File: src/verilog/fcs_pkg.sv
// Constants, timing counts and types shared by the flash command sequencer host.
// Assumes a 125 MHz sys_clk and a word-wide flash with the status byte on the low data lines.
// Functional notes
// - Host issues clear-status after any error before program, erase or resume.
// - Erase is two writes; second latches block, starts controller, reads give status.
// - Single program is setup write then address/data write that starts the controller.
// - Write buffer holds 16 words; all loads share A5-A22.
// - Buffer program: setup at block, count N, N+1 loads, then confirm write.
// - After suspend poll bit 7; other commands rejected until the controller paused.
// - Program done inside erase suspend needs array read before resume; avoid erasing block.
package fcs_pkg;

  // Clock and bus timing; the ns figures are plain defaults for a typical part
  localparam int unsigned CLK_MHZ = 125;
  localparam int unsigned T_AS_NS = 10;
  localparam int unsigned T_WP_NS = 70;
  localparam int unsigned T_WH_NS = 30;
  localparam int unsigned T_ACC_NS = 110;
  localparam int unsigned T_RP_NS = 100;
  localparam int unsigned T_RPH_NS = 150;
  localparam int unsigned N_AS = (T_AS_NS * CLK_MHZ + 999) / 1000;
  localparam int unsigned N_WP = (T_WP_NS * CLK_MHZ + 999) / 1000;
  localparam int unsigned N_WH = (T_WH_NS * CLK_MHZ + 999) / 1000;
  localparam int unsigned N_ACC = (T_ACC_NS * CLK_MHZ + 999) / 1000;
  localparam int unsigned N_RP = (T_RP_NS * CLK_MHZ + 999) / 1000;
  localparam int unsigned N_RPH = (T_RPH_NS * CLK_MHZ + 999) / 1000;

  // Opcodes written on the first cycle of each sequence, and the protect argument written on the second
  localparam logic [7:0] OPC_READ_ARRAY = 8'hff;
  localparam logic [7:0] OPC_READ_SIG = 8'h90;
  localparam logic [7:0] OPC_READ_STATUS = 8'h70;
  localparam logic [7:0] OPC_READ_QUERY = 8'h98;
  localparam logic [7:0] OPC_CLEAR = 8'h50;
  localparam logic [7:0] OPC_ERASE = 8'h20;
  localparam logic [7:0] OPC_PROGRAM = 8'h40;
  localparam logic [7:0] OPC_BUF_PROGRAM = 8'he8;
  localparam logic [7:0] OPC_SUSPEND = 8'hb0;
  localparam logic [7:0] OPC_CONFIRM = 8'hd0;
  localparam logic [7:0] OPC_PROTECT = 8'h60;
  localparam logic [7:0] OPC_PROTECT_ARG = 8'h01;

  // Status byte layout
  localparam int unsigned ST_READY = 7;
  localparam int unsigned ST_ESUSP = 6;
  localparam int unsigned ST_PSUSP = 2;
  localparam logic [7:0] ST_ERR_MASK = 8'h3a;

  // Address fields of a byte address: buffer page and 128 KB block
  localparam int unsigned PAGE_LSB = 5;
  localparam int unsigned BLOCK_LSB = 17;
  localparam logic [3:0] BUF_MAX = 4'hf;

  typedef enum logic [3:0] {
    OP_READ_ARRAY = 4'b0000,
    OP_READ_SIG = 4'b0001,
    OP_READ_QUERY = 4'b0010,
    OP_READ_STATUS = 4'b0011,
    OP_CLEAR = 4'b0100,
    OP_ERASE = 4'b0101,
    OP_PROGRAM = 4'b0110,
    OP_BUF_PROGRAM = 4'b0111,
    OP_SUSPEND = 4'b1000,
    OP_RESUME = 4'b1001,
    OP_PROTECT = 4'b1010
  } fcs_op_t;

  typedef enum logic [3:0] {
    S_IDLE = 4'b0000,
    S_CLEAR = 4'b0001,
    S_PRE_RA = 4'b0010,
    S_CMD = 4'b0011,
    S_ARG = 4'b0100,
    S_COUNT = 4'b0101,
    S_LOAD = 4'b0110,
    S_CONFIRM = 4'b0111,
    S_POLL = 4'b1000,
    S_SUSP = 4'b1001,
    S_READ = 4'b1010
  } fcs_state_t;

  typedef enum logic [2:0] {
    B_RST = 3'b000,
    B_RPH = 3'b001,
    B_IDLE = 3'b010,
    B_SETUP = 3'b011,
    B_STROBE = 3'b100,
    B_HOLD = 3'b101
  } fcs_bstate_t;

endpackage
File: src/verilog/fcs_bus.sv
// One asynchronous flash bus cycle at a time, plus the hardware reset pulse.
// Assumes dq_in is already synchronous to sys_clk; single chip enable, the others tied active.
`timescale 1ns/1ps
module fcs_bus (
  // Clock and reset
  input wire logic sys_clk,
  input wire logic rstn,
  // Cycle request from the sequencer
  input wire logic req,
  input wire logic req_write,
  input wire logic [22:0] req_addr,
  input wire logic [15:0] req_data,
  output logic bus_idle,
  output logic ack,
  output logic [15:0] rdata,
  // Flash pins
  output logic [22:0] flash_addr,
  input wire logic [15:0] dq_in,
  output logic [15:0] dq_out,
  output logic dq_oe,
  output logic chip_en_n,
  output logic out_en_n,
  output logic wr_en_n,
  output logic reset_powerdown_n
);

  typedef struct packed {
    fcs_pkg::fcs_bstate_t st;
    logic [7:0] cnt;
    logic wr;
    logic [22:0] addr;
    logic [15:0] dout;
    logic oe;
    logic ce_n;
    logic g_n;
    logic w_n;
    logic rp_n;
    logic ack;
    logic [15:0] rdata;
  } fcs_bus_t;

  fcs_bus_t s;
  fcs_bus_t next_s;

  always_comb begin
    next_s = s;
    next_s.ack = 1'b0;
    next_s.cnt = s.cnt + 8'h01;
    case (s.st)
      fcs_pkg::B_RST: begin
        // Reset pin held low long enough; device then comes up in array read mode
        if (s.cnt >= 8'(fcs_pkg::N_RP)) begin
          next_s.st = fcs_pkg::B_RPH;
          next_s.rp_n = 1'b1;
          next_s.cnt = 8'h00;
        end
      end
      fcs_pkg::B_RPH: begin
        if (s.cnt >= 8'(fcs_pkg::N_RPH)) begin
          next_s.st = fcs_pkg::B_IDLE;
        end
      end
      fcs_pkg::B_IDLE: begin
        next_s.cnt = 8'h00;
        if (req) begin
          next_s.st = fcs_pkg::B_SETUP;
          next_s.wr = req_write;
          next_s.addr = req_addr;
          next_s.dout = req_data;
          next_s.oe = req_write;
          next_s.ce_n = 1'b0;
        end
      end
      fcs_pkg::B_SETUP: begin
        if (s.cnt >= 8'(fcs_pkg::N_AS)) begin
          next_s.st = fcs_pkg::B_STROBE;
          next_s.cnt = 8'h00;
          next_s.w_n = ~s.wr;
          next_s.g_n = s.wr;
        end
      end
      fcs_pkg::B_STROBE: begin
        // Data is latched by the device on the rising write enable edge
        if (s.cnt >= 8'(s.wr ? fcs_pkg::N_WP : fcs_pkg::N_ACC)) begin
          next_s.st = fcs_pkg::B_HOLD;
          next_s.cnt = 8'h00;
          next_s.w_n = 1'b1;
          next_s.g_n = 1'b1;
          if (!s.wr) begin
            next_s.rdata = dq_in;
          end
        end
      end
      fcs_pkg::B_HOLD: begin
        if (s.cnt >= 8'(fcs_pkg::N_WH)) begin
          next_s.st = fcs_pkg::B_IDLE;
          next_s.ce_n = 1'b1;
          next_s.oe = 1'b0;
          next_s.ack = 1'b1;
        end
      end
      default: begin
        next_s.st = fcs_pkg::B_IDLE;
      end
    endcase
  end

  always_ff @(posedge sys_clk or negedge rstn) begin
    if (!rstn) begin
      s <= '{st: fcs_pkg::B_RST, ce_n: 1'b1, g_n: 1'b1, w_n: 1'b1, rp_n: 1'b0, default: '0};
    end else begin
      s <= next_s;
    end
  end

  assign bus_idle = (s.st == fcs_pkg::B_IDLE);
  assign ack = s.ack;
  assign rdata = s.rdata;
  assign flash_addr = s.addr;
  assign dq_out = s.dout;
  assign dq_oe = s.oe;
  assign chip_en_n = s.ce_n;
  assign out_en_n = s.g_n;
  assign wr_en_n = s.w_n;
  assign reset_powerdown_n = s.rp_n;

endmodule

File: src/verilog/fcs_host.sv
// Host-side command sequencer for a parallel NOR flash command interface.
// Assumes one user command at a time and a word-wide device; buffer words come on a load port.
`timescale 1ns/1ps
module fcs_host (
  // Clock and reset
  input wire logic sys_clk,
  input wire logic rstn,
  // User command port
  input wire logic cmd_valid,
  output logic cmd_ready,
  input wire logic [3:0] cmd_op,
  input wire logic [22:0] cmd_addr,
  input wire logic [15:0] cmd_data,
  input wire logic [3:0] cmd_count,
  // Buffered program word loads
  input wire logic ld_valid,
  output logic ld_ready,
  input wire logic [4:0] ld_addr,
  input wire logic [15:0] ld_data,
  // Results
  output logic cmd_done,
  output logic cmd_fail,
  output logic [15:0] rd_data,
  output logic [7:0] status,
  output logic busy,
  output logic erase_suspended,
  output logic program_suspended,
  // Flash pins
  output logic [22:0] flash_addr,
  input wire logic [15:0] dq_in,
  output logic [15:0] dq_out,
  output logic dq_oe,
  output logic chip_en_n,
  output logic out_en_n,
  output logic wr_en_n,
  output logic reset_powerdown_n
);

  typedef struct packed {
    fcs_pkg::fcs_state_t st;
    fcs_pkg::fcs_op_t op;
    logic [22:0] addr;
    logic [15:0] data;
    logic [3:0] count;
    logic [3:0] idx;
    logic wait_ack;
    logic req;
    logic req_write;
    logic [22:0] req_addr;
    logic [15:0] req_data;
    logic err_pend;
    logic esusp;
    logic psusp;
    logic need_ra;
    logic susp_req;
    logic [5:0] erase_blk;
    logic done;
    logic fail;
    logic [15:0] rdata;
    logic [7:0] status;
  } fcs_host_t;

  fcs_host_t s;
  fcs_host_t next_s;
  logic bus_idle;
  logic bus_ack;
  logic [15:0] bus_rdata;
  logic susp_ok;
  logic suspend_take;
  logic [7:0] opcode;
  logic legal;
  logic is_launch;

  fcs_bus u_bus (
    .sys_clk(sys_clk),
    .rstn(rstn),
    .req(s.req),
    .req_write(s.req_write),
    .req_addr(s.req_addr),
    .req_data(s.req_data),
    .bus_idle(bus_idle),
    .ack(bus_ack),
    .rdata(bus_rdata),
    .flash_addr(flash_addr),
    .dq_in(dq_in),
    .dq_out(dq_out),
    .dq_oe(dq_oe),
    .chip_en_n(chip_en_n),
    .out_en_n(out_en_n),
    .wr_en_n(wr_en_n),
    .reset_powerdown_n(reset_powerdown_n)
  );

  // Suspend only for a running erase or program; protect cannot be paused
  assign susp_ok = (s.st == fcs_pkg::S_POLL) && !s.susp_req && !s.wait_ack &&
                   (s.op == fcs_pkg::OP_ERASE || s.op == fcs_pkg::OP_PROGRAM ||
                    s.op == fcs_pkg::OP_BUF_PROGRAM);
  assign suspend_take = susp_ok && cmd_valid && (cmd_op == fcs_pkg::OP_SUSPEND);
  assign cmd_ready = (s.st == fcs_pkg::S_IDLE) || suspend_take;
  assign ld_ready = (s.st == fcs_pkg::S_LOAD) && !s.wait_ack && bus_idle;
  assign is_launch = (s.op == fcs_pkg::OP_ERASE) || (s.op == fcs_pkg::OP_PROGRAM) ||
                     (s.op == fcs_pkg::OP_BUF_PROGRAM) || (s.op == fcs_pkg::OP_PROTECT) ||
                     (s.op == fcs_pkg::OP_RESUME);

  // Opcode of the first write of each sequence
  always_comb begin
    case (s.op)
      fcs_pkg::OP_READ_ARRAY: opcode = fcs_pkg::OPC_READ_ARRAY;
      fcs_pkg::OP_READ_SIG: opcode = fcs_pkg::OPC_READ_SIG;
      fcs_pkg::OP_READ_QUERY: opcode = fcs_pkg::OPC_READ_QUERY;
      fcs_pkg::OP_READ_STATUS: opcode = fcs_pkg::OPC_READ_STATUS;
      fcs_pkg::OP_CLEAR: opcode = fcs_pkg::OPC_CLEAR;
      fcs_pkg::OP_ERASE: opcode = fcs_pkg::OPC_ERASE;
      fcs_pkg::OP_PROGRAM: opcode = fcs_pkg::OPC_PROGRAM;
      fcs_pkg::OP_BUF_PROGRAM: opcode = fcs_pkg::OPC_BUF_PROGRAM;
      fcs_pkg::OP_RESUME: opcode = fcs_pkg::OPC_CONFIRM;
      fcs_pkg::OP_PROTECT: opcode = fcs_pkg::OPC_PROTECT;
      default: opcode = fcs_pkg::OPC_READ_STATUS;
    endcase
  end

  // What the device accepts while something is suspended
  always_comb begin
    legal = 1'b1;
    case (fcs_pkg::fcs_op_t'(cmd_op))
      fcs_pkg::OP_ERASE, fcs_pkg::OP_PROTECT: legal = !s.esusp && !s.psusp;
      fcs_pkg::OP_PROGRAM, fcs_pkg::OP_BUF_PROGRAM: begin
        // Programming inside the block being erased would be corrupted
        legal = !s.psusp && !(s.esusp && cmd_addr[22:fcs_pkg::BLOCK_LSB] == s.erase_blk);
      end
      fcs_pkg::OP_RESUME: legal = s.esusp || s.psusp;
      fcs_pkg::OP_SUSPEND: legal = 1'b0;
      default: legal = 1'b1;
    endcase
  end

  always_comb begin
    next_s = s;
    next_s.req = 1'b0;
    next_s.done = 1'b0;
    case (s.st)
      fcs_pkg::S_IDLE: begin
        if (cmd_valid) begin
          next_s.op = fcs_pkg::fcs_op_t'(cmd_op);
          next_s.addr = cmd_addr;
          next_s.data = cmd_data;
          next_s.count = cmd_count;
          next_s.susp_req = 1'b0;
          if (!legal) begin
            next_s.done = 1'b1;
            next_s.fail = 1'b1;
          end else if (s.err_pend && (cmd_op == fcs_pkg::OP_ERASE ||
                       cmd_op == fcs_pkg::OP_PROGRAM || cmd_op == fcs_pkg::OP_BUF_PROGRAM ||
                       cmd_op == fcs_pkg::OP_PROTECT || cmd_op == fcs_pkg::OP_RESUME)) begin
            next_s.st = fcs_pkg::S_CLEAR;
          end else if (cmd_op == fcs_pkg::OP_RESUME && s.need_ra) begin
            next_s.st = fcs_pkg::S_PRE_RA;
          end else begin
            next_s.st = fcs_pkg::S_CMD;
          end
        end
      end
      fcs_pkg::S_CLEAR, fcs_pkg::S_PRE_RA, fcs_pkg::S_CMD, fcs_pkg::S_ARG,
      fcs_pkg::S_COUNT, fcs_pkg::S_CONFIRM, fcs_pkg::S_SUSP: begin
        if (!s.wait_ack && bus_idle) begin
          next_s.req = 1'b1;
          next_s.wait_ack = 1'b1;
          next_s.req_write = 1'b1;
          next_s.req_addr = s.addr;
          case (s.st)
            fcs_pkg::S_CLEAR: next_s.req_data = {8'h00, fcs_pkg::OPC_CLEAR};
            fcs_pkg::S_PRE_RA: next_s.req_data = {8'h00, fcs_pkg::OPC_READ_ARRAY};
            fcs_pkg::S_CMD: next_s.req_data = {8'h00, opcode};
            fcs_pkg::S_COUNT: next_s.req_data = {12'h000, s.count};
            fcs_pkg::S_CONFIRM: next_s.req_data = {8'h00, fcs_pkg::OPC_CONFIRM};
            fcs_pkg::S_SUSP: next_s.req_data = {8'h00, fcs_pkg::OPC_SUSPEND};
            default: begin
              if (s.op == fcs_pkg::OP_ERASE) begin
                next_s.req_data = {8'h00, fcs_pkg::OPC_CONFIRM};
              end else if (s.op == fcs_pkg::OP_PROTECT) begin
                next_s.req_data = {8'h00, fcs_pkg::OPC_PROTECT_ARG};
              end else begin
                next_s.req_data = s.data;
              end
            end
          endcase
        end
        if (bus_ack) begin
          next_s.wait_ack = 1'b0;
          case (s.st)
            fcs_pkg::S_CLEAR: begin
              next_s.err_pend = 1'b0;
              next_s.st = (s.op == fcs_pkg::OP_RESUME && s.need_ra) ? fcs_pkg::S_PRE_RA
                                                                    : fcs_pkg::S_CMD;
            end
            fcs_pkg::S_PRE_RA: begin
              next_s.need_ra = 1'b0;
              next_s.st = fcs_pkg::S_CMD;
            end
            fcs_pkg::S_CMD: begin
              if (s.op == fcs_pkg::OP_CLEAR) begin
                next_s.err_pend = 1'b0;
                next_s.done = 1'b1;
                next_s.fail = 1'b0;
                next_s.st = fcs_pkg::S_IDLE;
              end else if (s.op == fcs_pkg::OP_RESUME) begin
                next_s.st = fcs_pkg::S_POLL;
              end else if (s.op == fcs_pkg::OP_BUF_PROGRAM) begin
                next_s.st = fcs_pkg::S_COUNT;
              end else if (is_launch) begin
                next_s.st = fcs_pkg::S_ARG;
              end else begin
                next_s.st = fcs_pkg::S_READ;
              end
            end
            fcs_pkg::S_COUNT: begin
              next_s.idx = 4'h0;
              next_s.st = fcs_pkg::S_LOAD;
            end
            fcs_pkg::S_SUSP: begin
              next_s.susp_req = 1'b1;
              next_s.st = fcs_pkg::S_POLL;
            end
            default: begin
              if (s.op == fcs_pkg::OP_ERASE) begin
                next_s.erase_blk = s.addr[22:fcs_pkg::BLOCK_LSB];
              end
              next_s.st = fcs_pkg::S_POLL;
            end
          endcase
        end
      end
      fcs_pkg::S_LOAD: begin
        if (ld_ready && ld_valid) begin
          // Page bits come from the setup address so every load stays in one page
          next_s.req = 1'b1;
          next_s.wait_ack = 1'b1;
          next_s.req_write = 1'b1;
          next_s.req_addr = {s.addr[22:fcs_pkg::PAGE_LSB], ld_addr};
          next_s.req_data = ld_data;
        end
        if (bus_ack) begin
          next_s.wait_ack = 1'b0;
          next_s.idx = s.idx + 4'h1;
          if (s.idx == s.count || s.idx == fcs_pkg::BUF_MAX) begin
            next_s.st = fcs_pkg::S_CONFIRM;
          end
        end
      end
      fcs_pkg::S_POLL, fcs_pkg::S_READ: begin
        if (suspend_take) begin
          next_s.st = fcs_pkg::S_SUSP;
        end else if (!s.wait_ack && bus_idle) begin
          next_s.req = 1'b1;
          next_s.wait_ack = 1'b1;
          next_s.req_write = 1'b0;
          next_s.req_addr = (s.st == fcs_pkg::S_READ) ? s.addr : 23'h000000;
        end
        if (bus_ack) begin
          next_s.wait_ack = 1'b0;
          if (s.st == fcs_pkg::S_READ) begin
            next_s.rdata = bus_rdata;
            if (s.op == fcs_pkg::OP_READ_STATUS) begin
              next_s.status = bus_rdata[7:0];
            end
            next_s.done = 1'b1;
            next_s.fail = 1'b0;
            next_s.st = fcs_pkg::S_IDLE;
          end else if (bus_rdata[fcs_pkg::ST_READY]) begin
            // Controller idle: finished, failed or paused
            next_s.status = bus_rdata[7:0];
            next_s.rdata = bus_rdata;
            next_s.fail = |(bus_rdata[7:0] & fcs_pkg::ST_ERR_MASK);
            next_s.err_pend = s.err_pend | (|(bus_rdata[7:0] & fcs_pkg::ST_ERR_MASK));
            next_s.done = 1'b1;
            next_s.st = fcs_pkg::S_IDLE;
            if (s.op == fcs_pkg::OP_RESUME) begin
              next_s.psusp = s.psusp ? bus_rdata[fcs_pkg::ST_PSUSP] : 1'b0;
              next_s.esusp = (s.esusp && !s.psusp) ? bus_rdata[fcs_pkg::ST_ESUSP] : s.esusp;
            end else if (s.susp_req) begin
              next_s.esusp = s.esusp | bus_rdata[fcs_pkg::ST_ESUSP];
              next_s.psusp = bus_rdata[fcs_pkg::ST_PSUSP];
            end
            if (s.esusp && (s.op == fcs_pkg::OP_PROGRAM || s.op == fcs_pkg::OP_BUF_PROGRAM ||
                            (s.op == fcs_pkg::OP_RESUME && s.psusp)) &&
                !bus_rdata[fcs_pkg::ST_PSUSP]) begin
              next_s.need_ra = 1'b1;
            end
          end
        end
      end
      default: begin
        next_s.st = fcs_pkg::S_IDLE;
      end
    endcase
  end

  // Device powers up in array read mode, so no mode state needs restoring here
  always_ff @(posedge sys_clk or negedge rstn) begin
    if (!rstn) begin
      s <= '{st: fcs_pkg::S_IDLE, op: fcs_pkg::OP_READ_ARRAY, default: '0};
    end else begin
      s <= next_s;
    end
  end

  assign cmd_done = s.done;
  assign cmd_fail = s.fail;
  assign rd_data = s.rdata;
  assign status = s.status;
  assign busy = (s.st != fcs_pkg::S_IDLE);
  assign erase_suspended = s.esusp;
  assign program_suspended = s.psusp;

endmodule

File: config.mk
export PLATFORM = sky130hd
export DESIGN_NAME = fcs_host
export DESIGN_NICKNAME = d
export VERILOG_FILES = /design/src/verilog/fcs_pkg.sv /design/src/verilog/fcs_bus.sv /design/src/verilog/fcs_host.sv
export SDC_FILE = /design/constraint.sdc
export NUM_CORES = 1
export LEC_CHECK = 0
export ABC_AREA = 1
export BUFFER_PORTS_ARGS = -buffer_cell sky130_fd_sc_hd__buf_4
export CAP_MARGIN = 20
export CORE_MARGIN = 2
export CORE_UTILIZATION = 60
export DETAILED_ROUTE_END_ITERATION = 6
export HOLD_SLACK_MARGIN = 0.08
export PLACE_DENSITY = 0.93
export SLEW_MARGIN = 20
export SYNTH_ARGS = -nofsm -noshare
export SYNTH_HDL_FRONTEND = slang
export SYNTH_HIERARCHICAL = 1
export SYNTH_SLANG_ARGS = --single-unit
File: constraint.sdc
create_clock -name sys_clk -period 3.7 [get_ports sys_clk]
set_input_delay 0.74 -clock sys_clk [delete_from_list [all_inputs] [get_ports sys_clk]]
set_output_delay 0.74 -clock sys_clk [all_outputs]
set_load 0.03 [all_outputs]
==> results of run 1 <==
[state kept, by name, summed over array words and instances (netlist names)]
name / count
u_bus/chip_en_n: 1
u_bus/reset_powerdown_n: 1
status: 8
rd_data: 16
erase_suspended: 1
u_bus/ack: 1
program_suspended: 1
s: 106
u_bus/dq_oe: 1
u_bus/dq_out: 16
u_bus/wr_en_n: 1
cmd_fail: 1
u_bus/out_en_n: 1
cmd_done: 1
u_bus/s: 12
u_bus/rdata: 16
u_bus/flash_addr: 23
[through the flow]
step / setup slack [ns] / total power, W / hold WS [ns] / area [um^2] / util (%)
after CTS: 0.846 / 0.00868 / 0.272 / 11800 / 68.7
after global routing: 0.649 / 0.00924 / 0.301 / 11800 / 68.7
after detailed placement: 1.11 / 0.00668 / 0.449 / 11100 / 64.9
final: 0.809 / 0.00867 / 0.249 / 11800 / 68.7
after global placement: 1.18 / 0.00655 / 0.447 / 11100 / 64.9
after floorplan: 1.47 / 0.00586 / 0.437 / 10400 / -
[kinds of logic (layout without fill, tap and decap cells)]
| group | count (synthesis) | after routing | synth area share, % |
|---|---|---|---|
| flip-flops | 207 | 207 | 49.9 |
| AO/OA/AOI/OAI | 99 | 99 | 5.16 |
| buffers and inverters | 211 | 303 | 11.7 |
| adder cells (fa/ha/maj) | 13 | 13 | 1.57 |
| AND/OR/NAND/NOR | 749 | 749 | 30.8 |
| XOR/XNOR | 10 | 10 | 0.844 |
[metal layers]
layer	up-vias	routed length, um	part of all wire [%]	GRT usage (%)
met5	-	0	0	0
met4	0	712	2.9	10.1
met3	53	1580	6.5	4.34
met2	326	11900	49	44.0
met1	4025	10100	42	35.7
li1	4087	-	-	-
[worst register-to-register path, stage by stage, from the launching register on]
cell	delay [ns]
dfrtp_1	0.56
inv_4	0.12
nor2_4	0.13
nand2_1	0.13
nand2_1	0.13
nand2_1	0.11
nor2_2	0.55
inv_2	0.29
nor2_1	0.18
inv_2	0.10
nand2_1	0.07
o21ai_0	0.08
[layout make-up]
cell class | instances | area, um^2 | area share (%)
sequential | 207 | 5180 | 44.1
multi-input combinational | 871 | 3990 | 34.0
timing repair buffer | 169 | 1290 | 11.0
clock buffer | 31 | 593 | 5.05
inverter | 96 | 368 | 3.13
tap | 225 | 282 | 2.39
clock inverter | 7 | 47.5 | 0.404
[worst min-delay path by stage]
stage                                  from                      end  cells after the start
finish                                 rstn              u_bus/s[63]                      1
detailed placement                    s[42]          u_bus/dq_out[5]                      2
global placement    u_bus/reset_powerdown_n  u_bus/reset_powerdown_n                      2
global route                           rstn              u_bus/s[63]                      1
CTS                                    rstn              u_bus/s[63]                      1
floorplan                              rstn                 cmd_done                      0
[power by group]
part / leakage [nW] / switching [W] / internal (W) / total (W)
combinational: 3.45 / 0.00220 / 0.00108 / 0.00329
sequential: 2.65 / 0.000475 / 0.00295 / 0.00342
clock: 0.310 / 0.000840 / 0.00112 / 0.00196
[cell usage in the layout (no fill, tap or decap), types with 2 or more instances in the layout]
master | netlist | final
nand2_1 | 578 | 578
dfrtp_1 | 204 | 204
buf_4 | 87 | 167
inv_1 | 79 | 79
o21ai_0 | 58 | 58
nand3_1 | 57 | 57
nor2_1 | 41 | 40
clkbuf_16 | 0 | 21
a21oi_1 | 20 | 20
nand2_2 | 19 | 19
nand4_1 | 16 | 16
inv_2 | 14 | 14
ha_1 | 13 | 13
nor2_2 | 9 | 9
o21ai_1 | 9 | 9
nor2_4 | 6 | 7
clkbuf_1 | 11 | 7
nand2_4 | 6 | 6
nor3_1 | 6 | 6
xnor2_1 | 5 | 5
xor2_1 | 5 | 5
nor2_8 | 4 | 4
o211ai_1 | 4 | 4
clkbuf_8 | 0 | 4
inv_4 | 3 | 3
nand3_2 | 3 | 3
clkinv_2 | 0 | 3
dfstp_2 | 3 | 3
nand3b_1 | 2 | 2
o21a_1 | 2 | 2
inv_6 | 0 | 2
clkinvlp_4 | 0 | 2
==> results.toml, run 1 <==
[outcome]
status = "finished clean"

[floorplan]
start_util_pct = 60.6
die-area_um2 = 18400
core_area_um2 = 17100
rows = 48
die_w_um = 136
ios = 163
die_h_um = 136

[layout]
n_fill_cell = 1300
syn_to_final_growth_pct = 13.2
layout-drive-gt1-share_pct = 19.7
antenna_cells = 0
layout.nets = 1467
instances_no_fill = 1606

[timing]
rsz0062_at_grt = "no"
fin_crit_sh_pct = 78.1
setup_violations = 0
worstMarginPinSlew_ns = 0.770
max_slew_margin_pct = 48.6
period_needed_ns = 2.89
clock_skew_ns = 0.0169
fmax_ghz = 0.346
hold_viol = 0
maxSlewViolCount = 0
tns_ns = 0

[detailed_routing]
ant_nets = 0
routed_via_density = 5.29
drc_errors = 0
drtPass1Iterations = 5
drt-initial-drc-count = 657
wl_per_cell_um = 15.1
vias = 8491
drt-total-wl_um = 24300

[critical_path]
critical-path-slowest-cell = "dfrtp_1"
r2r_slack_ns = 1.10
max_stage_delay_ns = 0.42
reg2regPathDepth = 11
endpoint_kind = "output port"
cp_top_family = "flip-flops"
cp_num_cells = 7
reg2reg_to = "status[1]"
r2r_start = "s[131]"
cp_cell_sequence = "inv_1 > ha_1 > o21ai_0 > nand2_1 > nand2_1 > nand2_1 > buf_4"
critPathMostFrequentCell = "nand2_1"
path_max_fanout = 5
crit_buf_inv = 2
path_class = "register to output port"
crit_start = "s[126]"
cp_data_arrival_time_ns = 2.15
start_kind = "register"
critPathCapture = "cmd_ready"
crit_required_ns = 2.96

[synth]
synth_nets = 1390
yosysMostFrequentCell = "nand2_1"
synth_commonest_cells = "578 x nand2_1, 204 x dfrtp_1, 87 x buf_4, 79 x inv_1, 58 x o21ai_0"
synth-main-ff-cell = "dfrtp_1"
yosysTopAreaCellShare_pct = 49.2
synth.area.top_cells = "dfrtp_1 49%, nand2_1 21%, buf_4 6.3%, inv_1 2.9%, o21ai_0 2.8%"
ys_warn_count = 6
synth-edff-count = 0
async_reset_ff_share_pct = 100
synth-seq-cells = 207
yosys.cell_types.count = 40
syn_avg_cell_area_um2 = 8.05
yosys.area.top_type = "dfrtp_1"
netlist_area_um2 = 10400
seq_area_frac_synth_pct = 49.9
syn-instance-count = 1289

[cts]
holdBufCountCts = 0
cts.clk_slew.worst_paths_ns = 0.06
clock-sinks = 207
clockRootBuffer = "clkbuf_16"
worstSkewPairLatency_ns = 0.49
htree_levels = 1
clk_path_buf_depth = 3
cts_resized = 0
cts_tree = "done"
cts_buffers = 21
post_cts_buffers = 0

[flow_run]
drv_cap = 0

[global_route]
grt_max_degree = 75
grt_overflow_total = 0
antenna_found_initial = 0
grt_pass1_wl_um = 39100
grt_pass1_vias = 8149
gr-usage-all-layers_pct = 26.6

[place]
place_inst = 1568
portBuffers = 162
dp_hpwl_um = 17400
place_congestion = 1.02

[worst_hold_path]
hold_path_class = "input pin to asynchronous set/reset pin"

[power_and_ir_drop]
vdd_ir_drop_max_mv = 0.529
p_leak_nw = 6.41
p_per_area_nw_per_um2 = 737
Note: power is estimated with default switching activity, not from simulation.
==> run 2: changes to the inputs <==
--- a/config.mk
+++ b/config.mk
@@ -5,14 +5,14 @@
 export SDC_FILE = /design/constraint.sdc
 export NUM_CORES = 1
 export LEC_CHECK = 0
-export ABC_AREA = 1
+export ABC_AREA = 0
 export BUFFER_PORTS_ARGS = -buffer_cell sky130_fd_sc_hd__buf_4
 export CAP_MARGIN = 20
 export CORE_MARGIN = 2
-export CORE_UTILIZATION = 60
+export CORE_UTILIZATION = 51
 export DETAILED_ROUTE_END_ITERATION = 6
 export HOLD_SLACK_MARGIN = 0.08
-export PLACE_DENSITY = 0.93
+export PLACE_DENSITY = 0.85
 export SLEW_MARGIN = 20
 export SYNTH_ARGS = -nofsm -noshare
 export SYNTH_HDL_FRONTEND = slang
==> constraint.sdc (replaced) <==
create_clock -name sys_clk -period 2.4 [get_ports sys_clk]
set_input_delay 0.48 -clock sys_clk [delete_from_list [all_inputs] [get_ports sys_clk]]
set_output_delay 0.48 -clock sys_clk [all_outputs]
set_load 0.03 [all_outputs]
==> run 2 against run 1 <==
The flow now finishes with violations (negative setup slack). Sequential power rose by 24%. Power up 12%. Clock power rose by 95%. Routed wire length decreased by 3.2%. Die area increased by 15%. Setup slack got worse by 0.82 ns. Synthesized cell count down 34%. Combinational power fell by 51%. Worst hold slack worse by 0.069 ns. Largest power group unchanged.
==> results.toml, run 2 <==
[global_route]
grt_use_met3_pct = 3.11
gr-usage-all-layers_pct = 21.9
grt.busiest_layer = "met2"
grt_pass1_vias = 7137
grt_pass1_wl_um = 37800
grt_overflow_total = 0
use_met1_pct = 29.5
met2_usage_pct = 36.4
antenna_found_initial = 0
grt_max_degree = 71

[critical_path]
critical-path-slowest-cell = "dfrtp_1"
reg2regPathDepth = 8
cp_data_arrival_time_ns = 1.93
path_max_fanout = 20
max_stage_delay_ns = 0.51
crit_required_ns = 1.92
cp_top_family = "flip-flops"
cp_num_cells = 5
start_kind = "register"
r2r_start = "s[126]"
cp_cell_sequence = "buf_4 > nor2_2 > nand2_2 > nand2_1 > buf_4"
reg2reg_to = "s[59]"
crit_buf_inv = 2
critPathMostFrequentCell = "buf_4"
endpoint_kind = "output port"
r2r_slack_ns = 0.09
path_class = "register to output port"

[floorplan]
die_w_um = 145
die-area_um2 = 21000
rows = 51
start_util_pct = 52.1
core_area_um2 = 19500
die_h_um = 145
ios = 163

[layout]
n_fill_cell = 1497
antenna_cells = 0
final_common_cell = "buf_4"
layout-drive-gt1-share_pct = 41.1
final_cell_mix = "204 x buf_4, 203 x dfrtp_1, 113 x mux2_2"
largest_reg_flops = 106
syn_to_final_growth_pct = 20.0
finalCoreUtilization_pct = 62.6
multiInputGateArea_um2 = 4090
layout.nets = 1069
seq_area_um2 = 5180
regMostFlops = "s"
fin_area_um2 = 12200

[outcome]
status = "complete, but fails checks"
violations = "negative setup slack"

[timing]
fin_crit_sh_pct = 100
clock_skew_ns = 0.0111
rsz0062_at_grt = "yes"
tns_ns = -0.00861
worstMarginPinSlew_ns = 0.739
period_needed_ns = 2.41
setup_violations = 1
setup_ws_ns = -0.00861
max_slew_margin_pct = 50.8
maxSlewViolCount = 0
fmax_ghz = 0.415
hold_viol = 0
hold_ws_ns = 0.180

[synth]
ys_warn_count = 6
syn-instance-count = 856
async_reset_ff_share_pct = 100
syn_avg_cell_area_um2 = 11.9
synth-seq-cells = 207
synth-edff-count = 0
yosysMostFrequentCell = "dfrtp_1"
synth_nets = 957
netlist_area_um2 = 10100
yosys.cell_types.count = 85
synth_commonest_cells = "204 x dfrtp_1, 113 x mux2_2, 82 x buf_4, 43 x nand2_1, 35 x a21oi_1"
synth.area.top_cells = "dfrtp_1 50%, mux2_2 13%, buf_4 6.1%, a22o_1 2.2%, a21oi_1 1.7%"
seq_area_frac_synth_pct = 51.1
yosys.area.top_type = "dfrtp_1"
synth-main-ff-cell = "dfrtp_1"
yosysTopAreaCellShare_pct = 50.3

[power_and_ir_drop]
vdd_ir_drop_max_mv = 0.434
p_leak_nw = 5.97
finalPower_w = 0.00967
p_per_area_nw_per_um2 = 794

[detailed_routing]
vias = 7116
drtPass1Iterations = 6
drt-total-wl_um = 23500
routed_via_density = 5.70
drc_errors = 0
drt-initial-drc-count = 410
wl_per_cell_um = 18.8
ant_nets = 0

[cts]
cts_buffers = 22
htree_levels = 1
cts_tree = "done"
worstSkewPairLatency_ns = 0.51
cts.clk_slew.worst_paths_ns = 0.06
clockRootBuffer = "clkbuf_16"
clock-sinks = 207
clk_path_buf_depth = 3

[worst_hold_path]
hold_path_class = "input pin to register"
hold_end = "s[43]"
hp-start = "ld_data[6]"
hold_depth = 3

[place]
dpl_cell_area_um2 = 11200
place_congestion = 0.883
portBuffers = 162
dp_hpwl_um = 16500

[flow_run]
drv_cap = 0
## run 2: metrics by stage
| step | worst slack [ns] | cells |
|---|---|---|
| 2_1_floorplan | 0.0353 | 856 |
| 3_3_place_gp | 0.160 | 1201 |
| 6_report | -0.00861 | 1249 |
| 3_5_place_dp | 0.0788 | 1201 |
| 4_1_cts | -0.0407 | 1247 |
| 5_1_grt | -0.0807 | 1249 |
## run 2: worst max-delay path by stage
stage                 startpoint  slack [ns]   endpoint
floorplan            u_bus/s[70]        0.04      s[54]
global placement    cmd_addr[19]        0.16     s[131]
detailed placement        s[126]        0.08      s[49]
CTS                       s[130]       -0.04  cmd_ready
global route              s[126]       -0.08  cmd_ready
finish                    s[130]      -0.009  cmd_ready
## run 2: per-layer routing
| layer | vias up | wire (um) |
|---|---|---|
| li1 | 3227 | - |
| met3 | 58 | 1380 |
| met1 | 3546 | 9920 |
| met5 | - | 0 |
| met2 | 285 | 11400 |
| met4 | 0 | 792 |
## run 2: timing repair
| item | 4_1_cts | 5_1_grt |
|---|---|---|
| hold endpoints to repair | 64 | 0 |
| endpoints found under the setup margin | 3 | 11 |
| hold buffers | 1 | 0 |
| buffers inserted | 5 | 1 |
| resized for setup | 6 | 3 |
| pin swaps | 2 | 1 |
## run 2: kinds of logic (layout without fill, tap and decap cells)
family | after synthesis | count (layout) | synth area share, %
flip-flops | 207 | 207 | 51.1
AO/OA/AOI/OAI | 183 | 183 | 13.2
AND/OR/NAND/NOR | 153 | 153 | 8.08
buffers and inverters | 147 | 275 | 9.16
multiplexers | 136 | 136 | 15.4
XOR/XNOR | 17 | 17 | 1.47
adder cells (fa/ha/maj) | 13 | 13 | 1.60
## run 2: power by group
group / internal [W] / total, W / switching, W
combinational: 0.000781 / 0.00161 / 0.000824
sequential: 0.00391 / 0.00423 / 0.000322
clock: 0.00244 / 0.00383 / 0.00138
total: 0.00714 / 0.00967 / 0.00253
## run 2: worst register-to-register path, delay by kind of cell, from the launching register on
kind / cells / cell delay (ns)
buf+inv: 2 / 0.24
flops: 1 / 0.41
fa+ha+maj: 1 / 0.23
simple gates: 3 / 0.79
compound gates: 2 / 0.54
## run 2: layout make-up
cell class,count,area share (%)
inverter,24,0.740
clock inverter,9,1.45
clock buffer,31,5.38
sequential,207,42.6
multi-input combinational,502,33.6
timing repair buffer,211,13.5
tap,265,2.72
